$ cat src/inc/pfs_pkg.sv
// Constants, timing figures and state codes of the power-fail sequencer
package pfs_pkg;
  // Clock rate and microsecond timebase
  localparam int PFS_CLK_MHZ = 100;
  localparam int PFS_TICK_TIME_US = 1;
  localparam int PFS_TICK_CYCLES = PFS_TICK_TIME_US * PFS_CLK_MHZ;
  localparam int PFS_US_PER_MS = 1000;
  // Power-off interrupt interval
  localparam int PFS_OFF_IRQ_TIME_MS = 5;
  localparam int PFS_OFF_IRQ_TICKS = PFS_OFF_IRQ_TIME_MS * PFS_US_PER_MS / PFS_TICK_TIME_US;
  // Delay from hold to delayed hold at power-up
  localparam int PFS_HOLD_DLY_TIME_US = 3;
  localparam int PFS_HOLD_DLY_TICKS = PFS_HOLD_DLY_TIME_US / PFS_TICK_TIME_US;
  // Widths
  localparam int PFS_TMR_W = 16;
  localparam int PFS_AGE_W = 4;
  localparam logic [PFS_TMR_W-1:0] PFS_TMR_ONE = 16'h0001;
  localparam logic [PFS_TMR_W-1:0] PFS_TMR_ZERO = 16'h0000;
  localparam logic [PFS_AGE_W-1:0] PFS_AGE_ZERO = 4'h0;
  localparam logic [PFS_AGE_W-1:0] PFS_AGE_ONE = 4'h1;

  typedef enum logic [2:0] {
    PFS_ST_DOWN = 3'h0,
    PFS_ST_UP = 3'h1,
    PFS_ST_RUN = 3'h2,
    PFS_ST_OFF_IRQ = 3'h3,
    PFS_ST_DECAY = 3'h4
  } pfs_state_t;
endpackage

$ cat src/inc/pfs_tmr_if.sv
// Carrier between the sequencer and its interval timer
`timescale 1ns/1ns
interface pfs_tmr_if #(parameter int W = 16);
  logic tick;
  logic start;
  logic [W-1:0] load;
  logic expired;
  modport timer (output tick, output expired, input start, input load);
  modport user (input tick, input expired, output start, output load);
endinterface

$ cat src/rtl/pfs_timer.sv
// Microsecond timebase and interval down-counter
`timescale 1ns/1ns
module pfs_timer
  import pfs_pkg::*;
#(
  parameter int TICK_DIV = PFS_TICK_CYCLES,
  parameter int W = PFS_TMR_W
) (
  input wire logic ref_clk,
  input wire logic reset_n,
  pfs_tmr_if.timer t
);
  localparam int DIV_W = $clog2(TICK_DIV + 1);
  localparam logic [DIV_W-1:0] DIV_LAST = DIV_W'(TICK_DIV - 1);
  localparam logic [DIV_W-1:0] DIV_ZERO = '0;
  localparam logic [W-1:0] CNT_ONE = W'(1);

  if (TICK_DIV < 1) begin : g_bad_div
    $error("pfs_timer: TICK_DIV must be at least 1");
  end

  logic [DIV_W-1:0] div_q;
  logic tick_q;
  logic [W-1:0] cnt_q;
  logic busy_q;
  logic expired_q;
  wire div_wrap = (div_q == DIV_LAST);
  wire last_tick = busy_q && tick_q && (cnt_q == CNT_ONE);

  // Free-running divider gives one tick per microsecond
  always_ff @(posedge ref_clk) begin
    if (!reset_n) begin
      div_q <= DIV_ZERO;
      tick_q <= 1'b0;
    end else begin
      div_q <= div_wrap ? DIV_ZERO : div_q + DIV_W'(1);
      tick_q <= div_wrap;
    end
  end

  always_ff @(posedge ref_clk) begin
    if (!reset_n) begin
      cnt_q <= '0;
      busy_q <= 1'b0;
      expired_q <= 1'b0;
    end else begin
      expired_q <= last_tick;
      if (t.start) begin
        cnt_q <= t.load;
        busy_q <= (t.load != '0);
      end else if (busy_q && tick_q) begin
        cnt_q <= cnt_q - CNT_ONE;
        busy_q <= !last_tick;
      end
    end
  end

  assign t.tick = tick_q;
  assign t.expired = expired_q;
endmodule // pfs_timer

$ cat src/rtl/power_fail_sequencer.sv
// Power-fail and power-up sequencer for the core memory
`timescale 1ns/1ns
// Overview of operation
// - On power loss raise both the power-on-enable and power-off interrupts.
// - Hold the power-off interrupt for 5 ms after loss is detected.
// - After that interval raise hold until supplies decay to 15 percent.
// - Hold starts the memory reset-early sequence, inhibiting ports and timing.
// - While hold is up, ground the predrive drive voltage.
// - At power-up raise hold, then delayed hold 3 us later.
// - At power-up keep hold until supplies report stable, one to three seconds.
// - When hold drops after power-up, raise the power-on interrupt.
// - Disable predrive whenever +8V, +4V or +24V supplies reach their limits.
// - The supply check acts independently of the sequence state.
// - Shutdown request stays low normally and rises on airflow failure.
// - Hold forces the shutdown request low despite airflow failure.
// - Transitions yield three interrupts, reset-early trigger and predrive disable.
module power_fail_sequencer
  import pfs_pkg::*;
#(
  parameter int OFF_IRQ_TICKS = PFS_OFF_IRQ_TICKS,
  parameter int HOLD_DLY_TICKS = PFS_HOLD_DLY_TICKS,
  parameter int TICK_CYCLES = PFS_TICK_CYCLES
) (
  input wire logic ref_clk,
  input wire logic reset_n,
  input wire logic power_present,
  input wire logic supplies_stable,
  input wire logic supplies_decayed,
  input wire logic v8_low,
  input wire logic v4_low,
  input wire logic v24_low,
  input wire logic vneg8_low,
  input wire logic airflow_fail,
  output logic power_on_enable_irq,
  output logic power_off_irq,
  output logic power_on_irq,
  output logic start_stop_hold,
  output logic delayed_hold_predrive,
  output logic predrive_disable,
  output logic predrive_drive_voltage,
  output logic supply_shutdown_request
);
  localparam logic [PFS_TMR_W-1:0] OFF_LOAD = PFS_TMR_W'(OFF_IRQ_TICKS);
  localparam logic [PFS_AGE_W-1:0] AGE_MAX = PFS_AGE_W'(HOLD_DLY_TICKS);

  if (OFF_IRQ_TICKS < 1 || OFF_IRQ_TICKS >= (1 << PFS_TMR_W)) begin : g_bad_off
    $error("power_fail_sequencer: OFF_IRQ_TICKS out of range");
  end
  if (HOLD_DLY_TICKS < 1 || HOLD_DLY_TICKS >= (1 << PFS_AGE_W)) begin : g_bad_dly
    $error("power_fail_sequencer: HOLD_DLY_TICKS out of range");
  end
  if (TICK_CYCLES < 1) begin : g_bad_tick
    $error("power_fail_sequencer: TICK_CYCLES must be at least 1");
  end

  // Microsecond timebase and power-off interval counter
  pfs_tmr_if #(.W(PFS_TMR_W)) tmr ();

  pfs_timer #(
    .TICK_DIV(TICK_CYCLES),
    .W(PFS_TMR_W)
  ) u_timer (
    .ref_clk(ref_clk),
    .reset_n(reset_n),
    .t(tmr.timer)
  );

  // Sequence state and timer control
  pfs_state_t state_q;
  pfs_state_t state_d;
  logic start_q;
  logic [PFS_AGE_W-1:0] age_q;
  // Output registers
  logic on_enable_q;
  logic off_irq_q;
  logic on_irq_q;
  logic hold_q;
  logic dly_hold_q;
  logic pd_dis_q;
  logic vc_q;
  logic shut_q;

  // States in which the memory is kept in reset-early; DOWN is included so that
  // a cold start never sees the drive switches live before supplies settle
  function automatic logic pfs_holds(input pfs_state_t s);
    pfs_holds = (s != PFS_ST_RUN) && (s != PFS_ST_OFF_IRQ);
  endfunction

  // True on the one edge at which the sequence passes between two given states
  function automatic logic pfs_moves(
    input pfs_state_t cur,
    input pfs_state_t nxt,
    input pfs_state_t from,
    input pfs_state_t to
  );
    pfs_moves = (cur == from) && (nxt == to);
  endfunction

  // Sequence transitions
  always_comb begin
    state_d = state_q;
    case (state_q)
      PFS_ST_DOWN: begin
        if (power_present) begin
          state_d = PFS_ST_UP;
        end
      end
      PFS_ST_UP: begin
        // Stable supplies are held off until hold has aged the full delay
        if (supplies_stable && age_q == AGE_MAX) begin
          state_d = PFS_ST_RUN;
        end
      end
      PFS_ST_RUN: begin
        if (!power_present) begin
          state_d = PFS_ST_OFF_IRQ;
        end
      end
      PFS_ST_OFF_IRQ: begin
        // Power returning here is ignored; the sequence runs on to DOWN
        if (tmr.expired) begin
          state_d = PFS_ST_DECAY;
        end
      end
      PFS_ST_DECAY: begin
        if (supplies_decayed) begin
          state_d = PFS_ST_DOWN;
        end
      end
      default: begin
        state_d = PFS_ST_DOWN;
      end
    endcase
  end

  wire enter_off = pfs_moves(state_q, state_d, PFS_ST_RUN, PFS_ST_OFF_IRQ);
  wire leave_up = pfs_moves(state_q, state_d, PFS_ST_UP, PFS_ST_RUN);
  // Hold is up in every state except running and the power-off interval
  wire hold_d = pfs_holds(state_d);
  wire off_irq_d = (state_d == PFS_ST_OFF_IRQ);
  wire on_irq_d = leave_up;
  // Age of the current hold in microsecond ticks, saturating at the delay
  wire age_full = (age_q == AGE_MAX);
  wire age_step = tmr.tick && !age_full;
  wire [PFS_AGE_W-1:0] age_inc = age_q + PFS_AGE_ONE;
  wire [PFS_AGE_W-1:0] age_d = !hold_q ? PFS_AGE_ZERO : (age_step ? age_inc : age_q);
  // Delayed hold needs hold on both sides of the edge, so it drops with hold
  wire dly_hold_d = hold_d && hold_q && (age_d == AGE_MAX);
  // Supply check does not look at the sequence
  localparam int SUPPLY_N = 4;
  wire [SUPPLY_N-1:0] supply_low_vec = {vneg8_low, v24_low, v4_low, v8_low};
  wire supply_low = |supply_low_vec;
  wire pd_dis_d = supply_low || dly_hold_d;
  wire vc_d = !(hold_d || pd_dis_d);
  // Next-state hold, so the request drops on the very edge at which hold rises
  wire shut_d = airflow_fail && !hold_d;
  wire on_enable_d = enter_off ? 1'b1 : (leave_up ? 1'b0 : on_enable_q);

  // The timer start is registered, so the timer loads one clock cycle after the power-off state is entered
  assign tmr.start = start_q;
  assign tmr.load = OFF_LOAD;

  always_ff @(posedge ref_clk) begin
    if (!reset_n) begin
      state_q <= PFS_ST_DOWN;
    end else begin
      state_q <= state_d;
    end
  end

  // Hold age and timer kick
  always_ff @(posedge ref_clk) begin
    if (!reset_n) begin
      start_q <= 1'b0;
      age_q <= PFS_AGE_ZERO;
    end else begin
      start_q <= enter_off;
      age_q <= age_d;
    end
  end

  // Interrupt requests to the processor
  always_ff @(posedge ref_clk) begin
    if (!reset_n) begin
      on_enable_q <= 1'b0;
      off_irq_q <= 1'b0;
      on_irq_q <= 1'b0;
    end else begin
      on_enable_q <= on_enable_d;
      off_irq_q <= off_irq_d;
      on_irq_q <= on_irq_d;
    end
  end

  // Hold and drive protection come out of reset in their safe state
  always_ff @(posedge ref_clk) begin
    if (!reset_n) begin
      hold_q <= 1'b1;
      dly_hold_q <= 1'b0;
      pd_dis_q <= 1'b1;
      vc_q <= 1'b0;
      shut_q <= 1'b0;
    end else begin
      hold_q <= hold_d;
      dly_hold_q <= dly_hold_d;
      pd_dis_q <= pd_dis_d;
      vc_q <= vc_d;
      shut_q <= shut_d;
    end
  end

  assign power_on_enable_irq = on_enable_q;
  assign power_off_irq = off_irq_q;
  assign power_on_irq = on_irq_q;
  assign start_stop_hold = hold_q;
  assign delayed_hold_predrive = dly_hold_q;
  assign predrive_disable = pd_dis_q;
  assign predrive_drive_voltage = vc_q;
  assign supply_shutdown_request = shut_q;
endmodule // power_fail_sequencer

$ cat config.mk
export PLATFORM = sky130hd
export DESIGN_NAME = power_fail_sequencer
export DESIGN_NICKNAME = d
export VERILOG_FILES = /design/src/inc/pfs_pkg.sv /design/src/inc/pfs_tmr_if.sv /design/src/rtl/pfs_timer.sv /design/src/rtl/power_fail_sequencer.sv
export SDC_FILE = /design/constraint.sdc
export NUM_CORES = 1
export LEC_CHECK = 0
export BUFFER_PORTS_ARGS = -buffer_cell sky130_fd_sc_hd__buf_4
export CORE_UTILIZATION = 45
export DETAILED_ROUTE_END_ITERATION = 8
export PLACE_DENSITY = 0.65
export SETUP_SLACK_MARGIN = 0.02
export SLEW_MARGIN = 20
export SYNTH_ARGS = -nofsm -noshare
export SYNTH_HDL_FRONTEND = slang
export SYNTH_SLANG_ARGS = --single-unit
$ cat constraint.sdc
create_clock -name ref_clk -period 3.1 [get_ports ref_clk]
set_input_delay 0.155 -clock ref_clk [delete_from_list [all_inputs] [get_ports ref_clk]]
set_output_delay 0.155 -clock ref_clk [all_outputs]
set_load 0.005 [all_outputs]
### Word level (Yosys, flattened, before mapping)

Index checks and enable logic that the tools add are counted.

* word-level logic and storage cells: 69
* memories kept: 0
* memory bits (read-only): 0
* output and inout bits: 8
* memory bits (writable): 0
* bits in registers: 42
* input bits: 10
* latch bits: 0

* add/sub/neg operators: 3
* equality and inequality tests: 12
* multiply operators: 0
* shift-type cells: 0
* divide/modulo/power cells: 0
* reduce and logical (&&, ||, !) cells: 22
* magnitude comparators: 0
* muxes and demuxes: 14
* bitwise gates (word level): 1

Operators with widths (number)
* $mux W13: 2
* $eq A16 B1 Y1 const B: 1
* $sub A16 B1 Y16 const B: 1
* $mux W3: 5
* $pmux W3 S5: 1
* $eq A3 B2 Y1 const B: 4
* $logic_and A1 B1 Y1: 10
* $eq A4 B2 Y1 const B: 2
* $mux W4: 2
* $add A7 B1 Y7 const B: 1
* $eq A7 B7 Y1 const B: 1
* $ne A3 B2 Y1 const B: 2
* $add A4 B1 Y4 const B: 1
* $logic_not A1 Y1: 4
* $mux W1: 4
* $reduce_bool A2 Y1: 2
* $reduce_or A2 Y1: 2
* $reduce_or A4 Y1: 1
* $eq A3 B1 Y1 const B: 1
* $eq A3 B3 Y1 const B: 1
* $logic_not A3 Y1: 1
* $logic_or A1 B1 Y1: 2
* $not A1 Y1: 1

### Depth between registers and ports, before layout

Gate-level depths: netlist of run 1.

* depth after elaboration: 11
* gate-level depth with buffers: 6
* depth with buffers taken out: 6

### By module

Synthesis of run 1 repeated with hierarchy kept, for this count alone.

* cells, all modules: 218
* area, all modules: 1981.9 µm²

Modules (own cells, without submodules)
* pfs_timer: sequential area each 520.5 µm², cells each 147, times used 1, area an instance 1298.7 µm²
* power_fail_sequencer: sequential area each 320.3 µm², cells each 71, times used 1, area an instance 683.2 µm²

### Worst setup path after synthesis of run 1

OpenSTA, ideal clock, no wires.

* kind: register to register
* start: reg u_timer.cnt_q[7]
* end: reg u_timer.cnt_q[13]
* data required time: 3029 ps
* arrival time: 1416 ps
* path buffers: 0
* path slack: 1613 ps
* library setup time: 71 ps
* clock period less this slack: 1487 ps
* cell stages (with the launch flop): 5
* path through: dfxtp_1 nor4_4 nand4_2 or4_1 a21oi_1

* word-level cells in the longest chain between the ends: 1

RTL lines
* from (decl): RTL line pfs_timer.sv:24 `logic [W-1:0] cnt_q;`
* from (signal assigned): RTL line pfs_timer.sv:49 `cnt_q <= t.load;`
* from (signal assigned): RTL line pfs_timer.sv:52 `cnt_q <= cnt_q - CNT_ONE;`
* $sub A16 B1 Y16: RTL line pfs_timer.sv:52

No other way between the ends.
A chain may end at the register's enable or synchronous reset.

### Worst setup path after layout of run 1

* start: reg u_timer.tick_q (netlist: u_timer.t.tick)
* end: reg u_timer.cnt_q[13]

* word-level cells in the longest chain between the ends: 1

RTL lines
* from (decl): RTL line pfs_timer.sv:23 `logic tick_q;`
* from (signal assigned): RTL line pfs_timer.sv:37 `tick_q <= div_wrap;`
* $logic_and A1 B1 Y1: RTL line pfs_timer.sv:51 `end else if (busy_q && tick_q) begin`

No other way between the ends.

==> flow_metrics.py, run 1 <==
metrics = {
    "detailed_routing": {
        "vias": 1415,
        "antenna_left": 0,
        "wire_per_inst_um": 13.2,
        "routed_via_density": 5.42,
        "first_iter_violations": 54,
        "drt-pass1-iter-count": 4,
        "drt-total-wl_mm": 3.44,
        "drc": 0,
    },
    "synthesis": {
        "netlist_top_cells_area": "dfxtp_1 (47%), nor2_1 (4.2%), xnor2_1 (3.9%), xor2_1 (3.9%), nand2_1 (2.9%)",
        "avgSynthCellArea_um2": 9.35,
        "synth_nets": 206,
        "ys_warn_count": 0,
        "yosys.area.top_type": "dfxtp_1",
        "synth_edf_count": 0,
        "ys_seq_area_share_pct": 46.8,
        "synth_area_um2": 1800,
        "synth_top_cell_area_share_pct": 46.8,
        "syn_inst": 192,
        "ys_types": 46,
        "ys_ff_latch": 42,
        "ys.flop_type": "dfxtp_1",
        "synthArstFlopShare_pct": 0,
    },
    "clocking": {
        "cts_tree": "built",
        "clockRootBuffer": "clkbuf_8",
        "clk-insertion-delay-late_ps": 290,
        "cts_resized": 0,
        "cts_sinks": 42,
        "clk_pin_slew_ps": 80,
        "cts_buffer_depth": 2,
        "hold_buffers": 0,
        "htree_levels": 2,
        "postCtsSetupBuffers": 0,
        "numCtsBuffers": 5,
    },
    "floorplan": {
        "ioPinCount": 18,
        "die_x_um": 65.2,
        "rows": 22,
        "start_util_pct": 48.0,
        "coreArea_um2": 3740,
        "fp.dieH_um": 65.2,
        "die_area_um2": 4250,
    },
    "min_path": {
        "hold_start": "airflow_fail",
        "worstHoldPathCells": 2,
        "hp-class": "in2reg",
        "hold_end": "supply_shutdown_request$_SDFF_PN0_",
    },
    "timing": {
        "fmax_mhz": 579,
        "skew_ps": 4.21,
        "final-hold-violation-count": 0,
        "report.final.slew_viol_count": 0,
        "setup_viol": 0,
        "min_period_ps": 1730,
        "finalCritPeriodShare_pct": 55.7,
        "rsz0062_at_grt": "false",
        "tightest_slew_ps": 448,
        "fin_ws_ps": 1370,
        "slew_headroom_pct": 69.7,
        "setup_tns_ps": 0,
    },
    "setup_path": {
        "path_cells": "and3b_1 -> nand4_2 -> or4_1 -> a21oi_1",
        "crit_path_start_kind": "flip-flop",
        "end_kind": "flip-flop",
        "path_max_fanout": 12,
        "r2r_start": "u_timer.t.tick$_SDFF_PN0_",
        "rr_worst_depth": 4,
        "cp.arrival_ps": 1940,
        "crit_type": "reg2reg",
        "max_stage_delay_ps": 530,
        "r2r_slack_ps": 1370,
        "required_ps": 3310,
        "r2r-end": "u_timer.cnt_q[13]$_SDFFE_PP0P_",
        "crit_slowest_cell": "dfxtp_1",
    },
    "finish": {
        "insertedDiodeCount": 0,
        "syn_to_final_growth_pct": 14.8,
        "layout_commonest_cell": "dfxtp_1",
        "drive_gt1_share_pct": 15.0,
        "nets": 226,
        "fin_util_pct": 55.1,
        "final_cell_mix": "dfxtp_1 (42), nor2_1 (20), buf_4 (17)",
    },
    "grt": {
        "grt_max_degree": 15,
        "grt_pass1_wl_mm": 5.75,
        "gr-total-overflow": 0,
        "grt_pass1_vias": 1368,
        "antenna_found_initial": 0,
        "groute.usage.overall_pct": 17.9,
    },
    "power": {
        "p_leak_uw": 0.000798,
        "power_density_nw_per_um2": 454,
        "max-vdd-ir-drop_mv": 0.373,
    },
    "outcome": {
        "status": "completed",
    },
    "placed_design": {
        "dpl_worst_slack_ps": 1400,
        "dpl.hpwl_mm": 2.57,
        "port_buffers": 17,
        "gp_congestion": 0.722,
    },
    "run": {
        "drv_cap": 0,
    },
}
-- metal layers --
| metal | vias to the layer above | wire [µm] | track usage (%) |
|---|---|---|---|
| met5 | - | 0 | 0 |
| met4 | 0 | 28 | 7.34 |
| met3 | 4 | 99 | 4.17 |
| met2 | 23 | 1690 | 30.7 |
| met1 | 670 | 1620 | 21.4 |
| li1 | 718 | - | - |
-- layout make-up --
cell class / instances / area [µm²]
clock buffer: 6 / 82.6
tap: 48 / 60.1
sequential: 42 / 841
fill: 364 / 1680
inverter: 8 / 30.0
clock inverter: 2 / 12.5
timing repair buffer: 17 / 128
multi-input combinational: 138 / 908
-- flip-flops by register name, indices dropped and copies added (netlist names) --
| name | count |
|---|---|
| age_q | 4 |
| delayed_hold_predrive | 1 |
| power_off_irq | 1 |
| power_on_enable_irq | 1 |
| power_on_irq | 1 |
| predrive_disable | 1 |
| predrive_drive_voltage | 1 |
| start_q | 1 |
| start_stop_hold | 1 |
| state_q | 3 |
| supply_shutdown_request | 1 |
| u_timer.busy_q | 1 |
| u_timer.cnt_q | 16 |
| u_timer.div_q | 7 |
| u_timer.t.expired | 1 |
| u_timer.t.tick | 1 |
-- how the worst max path moves through the flow --
stage               cells past startpoint  slack (ps)                                  to                     startpoint
floorplan                               4        1610      u_timer.cnt_q[13]$_SDFFE_PP0P_  u_timer.cnt_q[7]$_SDFFE_PN0P_
global placement                        4        1480      u_timer.cnt_q[13]$_SDFFE_PP0P_      u_timer.t.tick$_SDFF_PN0_
detailed placement                      4        1400      u_timer.cnt_q[13]$_SDFFE_PP0P_      u_timer.t.tick$_SDFF_PN0_
CTS                                     4        1380      u_timer.cnt_q[13]$_SDFFE_PP0P_      u_timer.t.tick$_SDFF_PN0_
global route                            6        1210  supply_shutdown_request$_SDFF_PN0_            age_q[1]$_SDFF_PN0_
finish                                  4        1370      u_timer.cnt_q[13]$_SDFFE_PP0P_      u_timer.t.tick$_SDFF_PN0_
-- cell families after synthesis --
group / count (synthesis) / synth area share [%]
AND/OR/NAND/NOR: 85 / 27.8
flip-flops: 42 / 46.8
AO/OA/AOI/OAI: 32 / 11.6
XOR/XNOR: 16 / 7.81
buffers and inverters: 12 / 2.58
adder cells (fa/ha/maj): 4 / 2.79
multiplexers: 1 / 0.558
-- metrics by stage --
| stage | total power, µW | cell area [µm²] | cells | hold slack (ps) |
|---|---|---|---|---|
| detailed placement | 590 | 1970 | 253 | 371 |
| global placement | 588 | 1970 | 253 | 359 |
| finish | 936 | 2060 | 261 | 70.4 |
| floorplan | 575 | 1800 | 192 | 247 |
| CTS | 945 | 2060 | 261 | 63.3 |
| global route | 977 | 2060 | 261 | 61.8 |
-- worst max-delay path, delay by kind of cell, from the launching register on --
family	cells	cell delay, ps
DFF	1	530
AOI/OAI and AO/OA	1	150
and+or+nand+nor	3	980
-- power breakdown --
part	leakage, µW	total, µW	internal, µW	switching [µW]
Clock	0.0000472	359	179	181
Combinational	0.000412	29.0	13.8	15.2
Sequential	0.000339	548	543	4.28
Total	0.000798	936	736	200
-- cells in the mapped netlist (2+ instances only) --
cell type / instances
o21ai_0: 4
clkbuf_1: 3
ha_1: 4
o21a_1: 6
or3_1: 3
nand2_1: 14
o211ai_1: 2
dfxtp_1: 42
and4b_1: 2
nor3_1: 5
nor2b_1: 3
nor4_1: 3
xnor2_1: 8
a211oi_1: 2
nand3_1: 7
nand4b_1: 2
nand2b_1: 4
a21oi_1: 9
or4_1: 2
and2_1: 2
nor2_1: 20
nand4_1: 6
inv_1: 8
xor2_1: 8
or2_2: 2
No activity file was read; power rests on OpenSTA's default activity.
==> inputs of run 2 (changes only) <==
==> constraint.sdc (replaced) <==
create_clock -name ref_clk -period 1.75 [get_ports ref_clk]
set_input_delay 0.0875 -clock ref_clk [delete_from_list [all_inputs] [get_ports ref_clk]]
set_output_delay 0.0875 -clock ref_clk [all_outputs]
set_load 0.005 [all_outputs]
==> flow_metrics.py, run 2 (synthesized netlist as in run 1, its figures left out) <==
metrics = {
    "finish": {
        "top_regs": "u_timer.cnt_q: 16 flops, u_timer.div_q: 7 flops, age_q: 4 flops",
        "nets": 231,
        "layout_commonest_cell": "dfxtp_1",
        "final_cell_mix": "dfxtp_1 (42), buf_4 (21), nor2_1 (20)",
        "largest_reg_flops": 16,
        "seq_area_um2": 841,
        "regMostFlops": "u_timer.cnt_q",
        "syn_to_final_growth_pct": 17.8,
        "fin_cells": 266,
        "fill_cells": 345,
        "multi_input_area_um2": 908,
        "insertedDiodeCount": 0,
        "drive_gt1_share_pct": 16.5,
    },
    "setup_path": {
        "crit_slowest_cell": "or4_1",
        "path_cells": "nor4_4 -> nand4_2 -> or4_1 -> a21oi_1",
        "crit_type": "reg2reg",
        "path_buf_inv": 0,
        "cpLargestDelayFamily": "simple AND/OR/NAND/NOR gates",
        "r2r_start": "u_timer.cnt_q[8]$_SDFFE_PN0P_",
        "required_ps": 1980,
        "r2r-end": "u_timer.cnt_q[13]$_SDFFE_PP0P_",
        "crit_path_start_kind": "flip-flop",
        "max_stage_delay_ps": 430,
        "rr_worst_depth": 4,
        "worstSetupStartpoint": "u_timer.cnt_q[8]$_SDFFE_PN0P_",
        "r2r_slack_ps": 130,
        "end_kind": "flip-flop",
        "path_max_fanout": 6,
        "worst-path-stages": 4,
        "cp.arrival_ps": 1840,
        "setup.worst_path.end": "u_timer.cnt_q[13]$_SDFFE_PP0P_",
    },
    "clocking": {
        "cts_tree": "built",
        "clk-insertion-delay-late_ps": 290,
        "postCtsSetupBuffers": 0,
        "cts_buffer_depth": 2,
        "numCtsBuffers": 5,
        "clockRootBuffer": "clkbuf_8",
        "cts_sinks": 42,
        "htree_levels": 2,
        "clk_pin_slew_ps": 80,
    },
    "placed_design": {
        "dpl_worst_slack_ps": 127,
        "dpl.hpwl_mm": 2.60,
        "gp_congestion": 0.732,
        "port_buffers": 17,
        "dp_cells": 257,
    },
    "timing": {
        "skew_ps": 12.2,
        "fmax_mhz": 618,
        "min_period_ps": 1620,
        "finalCritPeriodShare_pct": 92.4,
        "report.final.slew_viol_count": 0,
        "slew_headroom_pct": 64.0,
        "fin_ws_ps": 132,
        "tightest_slew_ps": 534,
        "setup_tns_ps": 0,
        "setup_viol": 0,
        "final-hold-violation-count": 0,
        "rsz0062_at_grt": "true",
        "holdWs_ps": 8.76,
    },
    "grt": {
        "gr-total-overflow": 0,
        "grt_max_degree": 15,
        "grt_pass1_vias": 1337,
        "antenna_found_initial": 0,
        "grt_pass1_wl_mm": 5.93,
        "groute.usage.overall_pct": 18.5,
    },
    "detailed_routing": {
        "drc": 0,
        "drt-total-wl_mm": 3.56,
        "vias": 1412,
        "drt-pass1-iter-count": 4,
        "routed_via_density": 5.31,
        "wire_per_inst_um": 13.4,
        "antenna_left": 0,
        "first_iter_violations": 85,
    },
    "run": {
        "drv_cap": 0,
    },
    "floorplan": {
        "coreArea_um2": 3740,
        "rows": 22,
        "die_x_um": 65.2,
        "die_area_um2": 4250,
        "start_util_pct": 48.0,
        "fp.dieH_um": 65.2,
        "ioPinCount": 18,
    },
    "power": {
        "max-vdd-ir-drop_mv": 0.701,
        "p_leak_uw": 0.000833,
        "power_density_nw_per_um2": 837,
    },
    "min_path": {
        "hp-class": "in2reg",
    },
    "outcome": {
        "status": "completed",
    },
}
-- run 2: power by group --
group / switching, µW / internal, µW
combinational: 28.4 / 25.9
sequential: 8.13 / 963
clock: 326 / 420
total: 363 / 1410
-- run 2: layout make-up --
type	count	share of cell area, %
Clock buffer	5	3.25
Clock inverter	3	1.89
Inverter	8	1.42
Multi-Input combinational cell	138	42.9
Sequential cell	42	39.7
Tap cell	48	2.84
Timing Repair Buffer	22	7.92
-- run 2: repair_timing --
item                                    CTS  global route
gates resized for setup                   0             1
endpoints found under the setup margin    0             2
hold endpoints to repair                  1             0
hold buffers                              1             0
-- run 2: routing by layer --
layer / routed length [µm] / vias to the layer above / share of wire, % / track usage, %
li1: - / 730 / - / -
met1: 1700 / 660 / 48 / 22.6
met2: 1720 / 14 / 48 / 30.5
met3: 65 / 8 / 1.8 / 4.17
met4: 69 / 0 / 1.9 / 8.70
met5: 0 / - / 0 / 0
-- run 2: stage by stage --
| stage | util, % | total power [µW] | area (µm²) |
|---|---|---|---|
| final | 56.5 | 1770 | 2120 |
| after global routing | 56.5 | 1840 | 2120 |
| after CTS | 56.5 | 1790 | 2120 |
| after detailed placement | 53.3 | 1050 | 2000 |
| after global placement | 53.3 | 1040 | 2000 |
| after floorplan | - | 1020 | 1800 |
-- run 2: how the worst min path moves through the flow --
stage                                               endpoint     startpoint  depth (start not counted)
after global placement    supply_shutdown_request$_SDFF_PN0_   airflow_fail                          2
after detailed placement                  start_q$_SDFF_PN0_  power_present                          2
final                     supply_shutdown_request$_SDFF_PN0_   airflow_fail                          2
after floorplan                           start_q$_SDFF_PN0_  power_present                          1
after CTS                 supply_shutdown_request$_SDFF_PN0_   airflow_fail                          2
after global routing      supply_shutdown_request$_SDFF_PN0_   airflow_fail                          2
==> inputs of run 3 (changes only) <==
--- a/config.mk
+++ b/config.mk
@@ -5,10 +5,11 @@
 export SDC_FILE = /design/constraint.sdc
 export NUM_CORES = 1
 export LEC_CHECK = 0
-export BUFFER_PORTS_ARGS = -buffer_cell sky130_fd_sc_hd__buf_4
+export ABC_AREA = 1
+export BUFFER_PORTS_ARGS = -buffer_cell sky130_fd_sc_hd__buf_2
 export CORE_UTILIZATION = 45
 export DETAILED_ROUTE_END_ITERATION = 8
-export PLACE_DENSITY = 0.65
+export PLACE_DENSITY = 0.64
 export SETUP_SLACK_MARGIN = 0.02
 export SLEW_MARGIN = 20
 export SYNTH_ARGS = -nofsm -noshare
==> flow_metrics.py, run 3 <==
metrics = {
    "synthesis": {
        "synth_area_um2": 1910,
        "avgSynthCellArea_um2": 7.22,
        "ys_ff_latch": 42,
        "synth_nets": 278,
        "netlist_top_cells_area": "dfxtp_1 (44%), nand2_1 (8.9%), nor2_1 (8.9%), inv_1 (8.1%), a21oi_1 (4.5%)",
        "synth_common_cells": "nand2_1 (45), nor2_1 (45), dfxtp_1 (42), inv_1 (41), a21oi_1 (17)",
        "ys_types": 31,
        "synth_top_cell_area_share_pct": 44.1,
        "synthArstFlopShare_pct": 0,
        "ys.flop_type": "dfxtp_1",
        "synth_edf_count": 0,
        "ys_warn_count": 0,
        "ys_seq_area_share_pct": 44.1,
        "syn_inst": 264,
        "yosys.area.top_type": "dfxtp_1",
    },
    "setup_path": {
        "crit_slowest_cell": "dfxtp_1",
        "required_ps": 1930,
        "path_max_fanout": 5,
        "path_buf_inv": 0,
        "cpMostUsedCell": "nand2_1",
        "end_kind": "flip-flop",
        "crit_type": "reg2reg",
        "max_stage_delay_ps": 410,
        "cp.arrival_ps": 1740,
        "path_cells": "ha_1 -> nand2_1 -> o21ai_0 -> nand2_1 -> nor3_1 -> nor2_1",
        "crit_path_start_kind": "flip-flop",
        "cpLargestDelayFamily": "simple AND/OR/NAND/NOR gates",
    },
    "timing": {
        "slew_headroom_pct": 75.0,
        "min_period_ps": 1560,
        "report.final.slew_viol_count": 0,
        "finalCritPeriodShare_pct": 89.0,
        "holdWs_ps": 4.21,
        "final-hold-violation-count": 0,
        "rsz0062_at_grt": "false",
        "setup_viol": 0,
        "skew_ps": 9.79,
        "tightest_slew_ps": 372,
        "fmax_mhz": 642,
        "setup_tns_ps": 0,
    },
    "grt": {
        "gr-total-overflow": 0,
        "grt_max_degree": 17,
        "grt_util_met1_pct": 24.7,
        "grtUsageMet3_pct": 4.28,
        "grt_pass1_vias": 1457,
        "use_met2_pct": 30.6,
        "grt-busiest-layer": "met2",
        "grt_pass1_wl_mm": 6.37,
        "groute.usage.overall_pct": 19.1,
        "antenna_found_initial": 0,
    },
    "power": {
        "power_uw": 1950,
        "power_density_nw_per_um2": 876,
        "p_leak_uw": 0.00102,
        "max-vdd-ir-drop_mv": 0.582,
    },
    "finish": {
        "syn_to_final_growth_pct": 16.6,
        "largest_reg_flops": 16,
        "insertedDiodeCount": 0,
        "top_regs": "u_timer.cnt_q: 16 flops, u_timer.div_q: 7 flops, age_q: 4 flops",
        "final_cell_mix": "nor2_1 (45), nand2_1 (45), dfxtp_1 (42)",
        "drive_gt1_share_pct": 14.4,
        "regMostFlops": "u_timer.cnt_q",
        "nets": 305,
        "fin_util_pct": 55.2,
    },
    "clocking": {
        "numCtsBuffers": 5,
        "cts_tree": "built",
        "clockRootBuffer": "clkbuf_8",
        "postCtsSetupBuffers": 0,
        "cts_buffer_depth": 2,
        "htree_levels": 2,
        "clk_pin_slew_ps": 90,
        "clk-insertion-delay-late_ps": 300,
        "cts_sinks": 42,
    },
    "floorplan": {
        "die_x_um": 67.1,
        "coreArea_um2": 4030,
        "fp.dieH_um": 67.1,
        "rows": 23,
        "die_area_um2": 4500,
        "start_util_pct": 47.3,
        "ioPinCount": 18,
    },
    "placed_design": {
        "dpl.hpwl_mm": 2.96,
        "gp_congestion": 0.848,
        "port_buffers": 17,
    },
    "min_path": {
        "hp-class": "in2reg",
    },
    "detailed_routing": {
        "routed_via_density": 4.84,
        "first_iter_violations": 150,
        "drc": 0,
        "drt-pass1-iter-count": 4,
        "drt-total-wl_mm": 3.80,
        "wire_per_inst_um": 11.1,
        "vias": 1655,
        "antenna_left": 0,
    },
    "outcome": {
        "status": "completed",
    },
    "run": {
        "drv_cap": 0,
    },
}
-- run 3: cell types whose count changed after synthesis, moves of 7 or more --
cell and change:
o21ai_0 +8, inv_1 +33, nand2_1 +31, nor2_1 +25, a21oi_1 +8, nand3_1 +7
-- run 3: path summary, 6_finish.rpt --
| kind | slack, ps | cells past startpoint | startpoint | end |
|---|---|---|---|---|
| setup / recovery | 190 | 6 | age_q[0]$_SDFF_PN0_ | state_q[0]$_SDFF_PN0_ |
| hold / removal | 4 | 3 | v24_low | predrive_disable$_SDFF_PN1_ |
| setup reg to reg | 190 | 6 | age_q[0]$_SDFF_PN0_ | state_q[0]$_SDFF_PN0_ |
| hold reg to reg | 470 | 2 | u_timer.cnt_q[15]$_SDFFE_PP0P_ | u_timer.cnt_q[15]$_SDFFE_PP0P_ |
-- run 3: final cells by class --
class | instances | area [µm²]
multi-input combinational | 176 | 890
fill | 380 | 1810
sequential | 42 | 841
timing repair buffer | 22 | 125
tap | 50 | 62.6
clock buffer | 5 | 68.8
clock inverter | 3 | 68.8
inverter | 44 | 168
-- run 3: what timing repair did --
item / CTS / global route
setup endpoints to repair: 0 / 1
gates resized for setup: 0 / 1
hold endpoints to repair: 1 / 0
hold buffers: 1 / 0
-- run 3: where the power goes --
group | leakage [µW] | internal, µW | switching (µW)
registers | 0.000339 | 963 | 7.28
logic | 0.000613 | 22.5 | 34.1
clock network | 0.0000683 | 572 | 349
-- run 3: cell families (layout without fill, tap and decap cells) --
logic type,count (synthesis),count (layout),share of synthesized area (%)
AOI/OAI and AO/OA,33,33,9.19
adders and majority gates,4,4,2.62
DFF,42,42,44.1
and+or+nand+nor,134,134,32.5
buffers and inverters,46,74,9.25
xor gates and xnor gates,5,5,2.30
-- run 3: per-stage QoR --
stage          instances  cell area, µm²  worst slack (ps)
6_report             342            2220               192
5_1_grt              342            2220              37.6
4_1_cts              342            2220               189
3_5_place_dp         333            2080               193
3_3_place_gp         333            2080               196
2_1_floorplan        264            1910               328
-- run 3: layer usage --
metal | routed length (µm) | share of wire (%)
met1 | 1860 | 49
met2 | 1700 | 45
met3 | 177 | 4.7
met4 | 54 | 1.4
met5 | 0 | 0
-- run 3: worst register-to-register path: cells and delay by family (launching register included) --
family,cells,cell delay [ps]
fa+ha+maj,1,240
flops,1,410
compound gates,1,190
simple gates,4,600
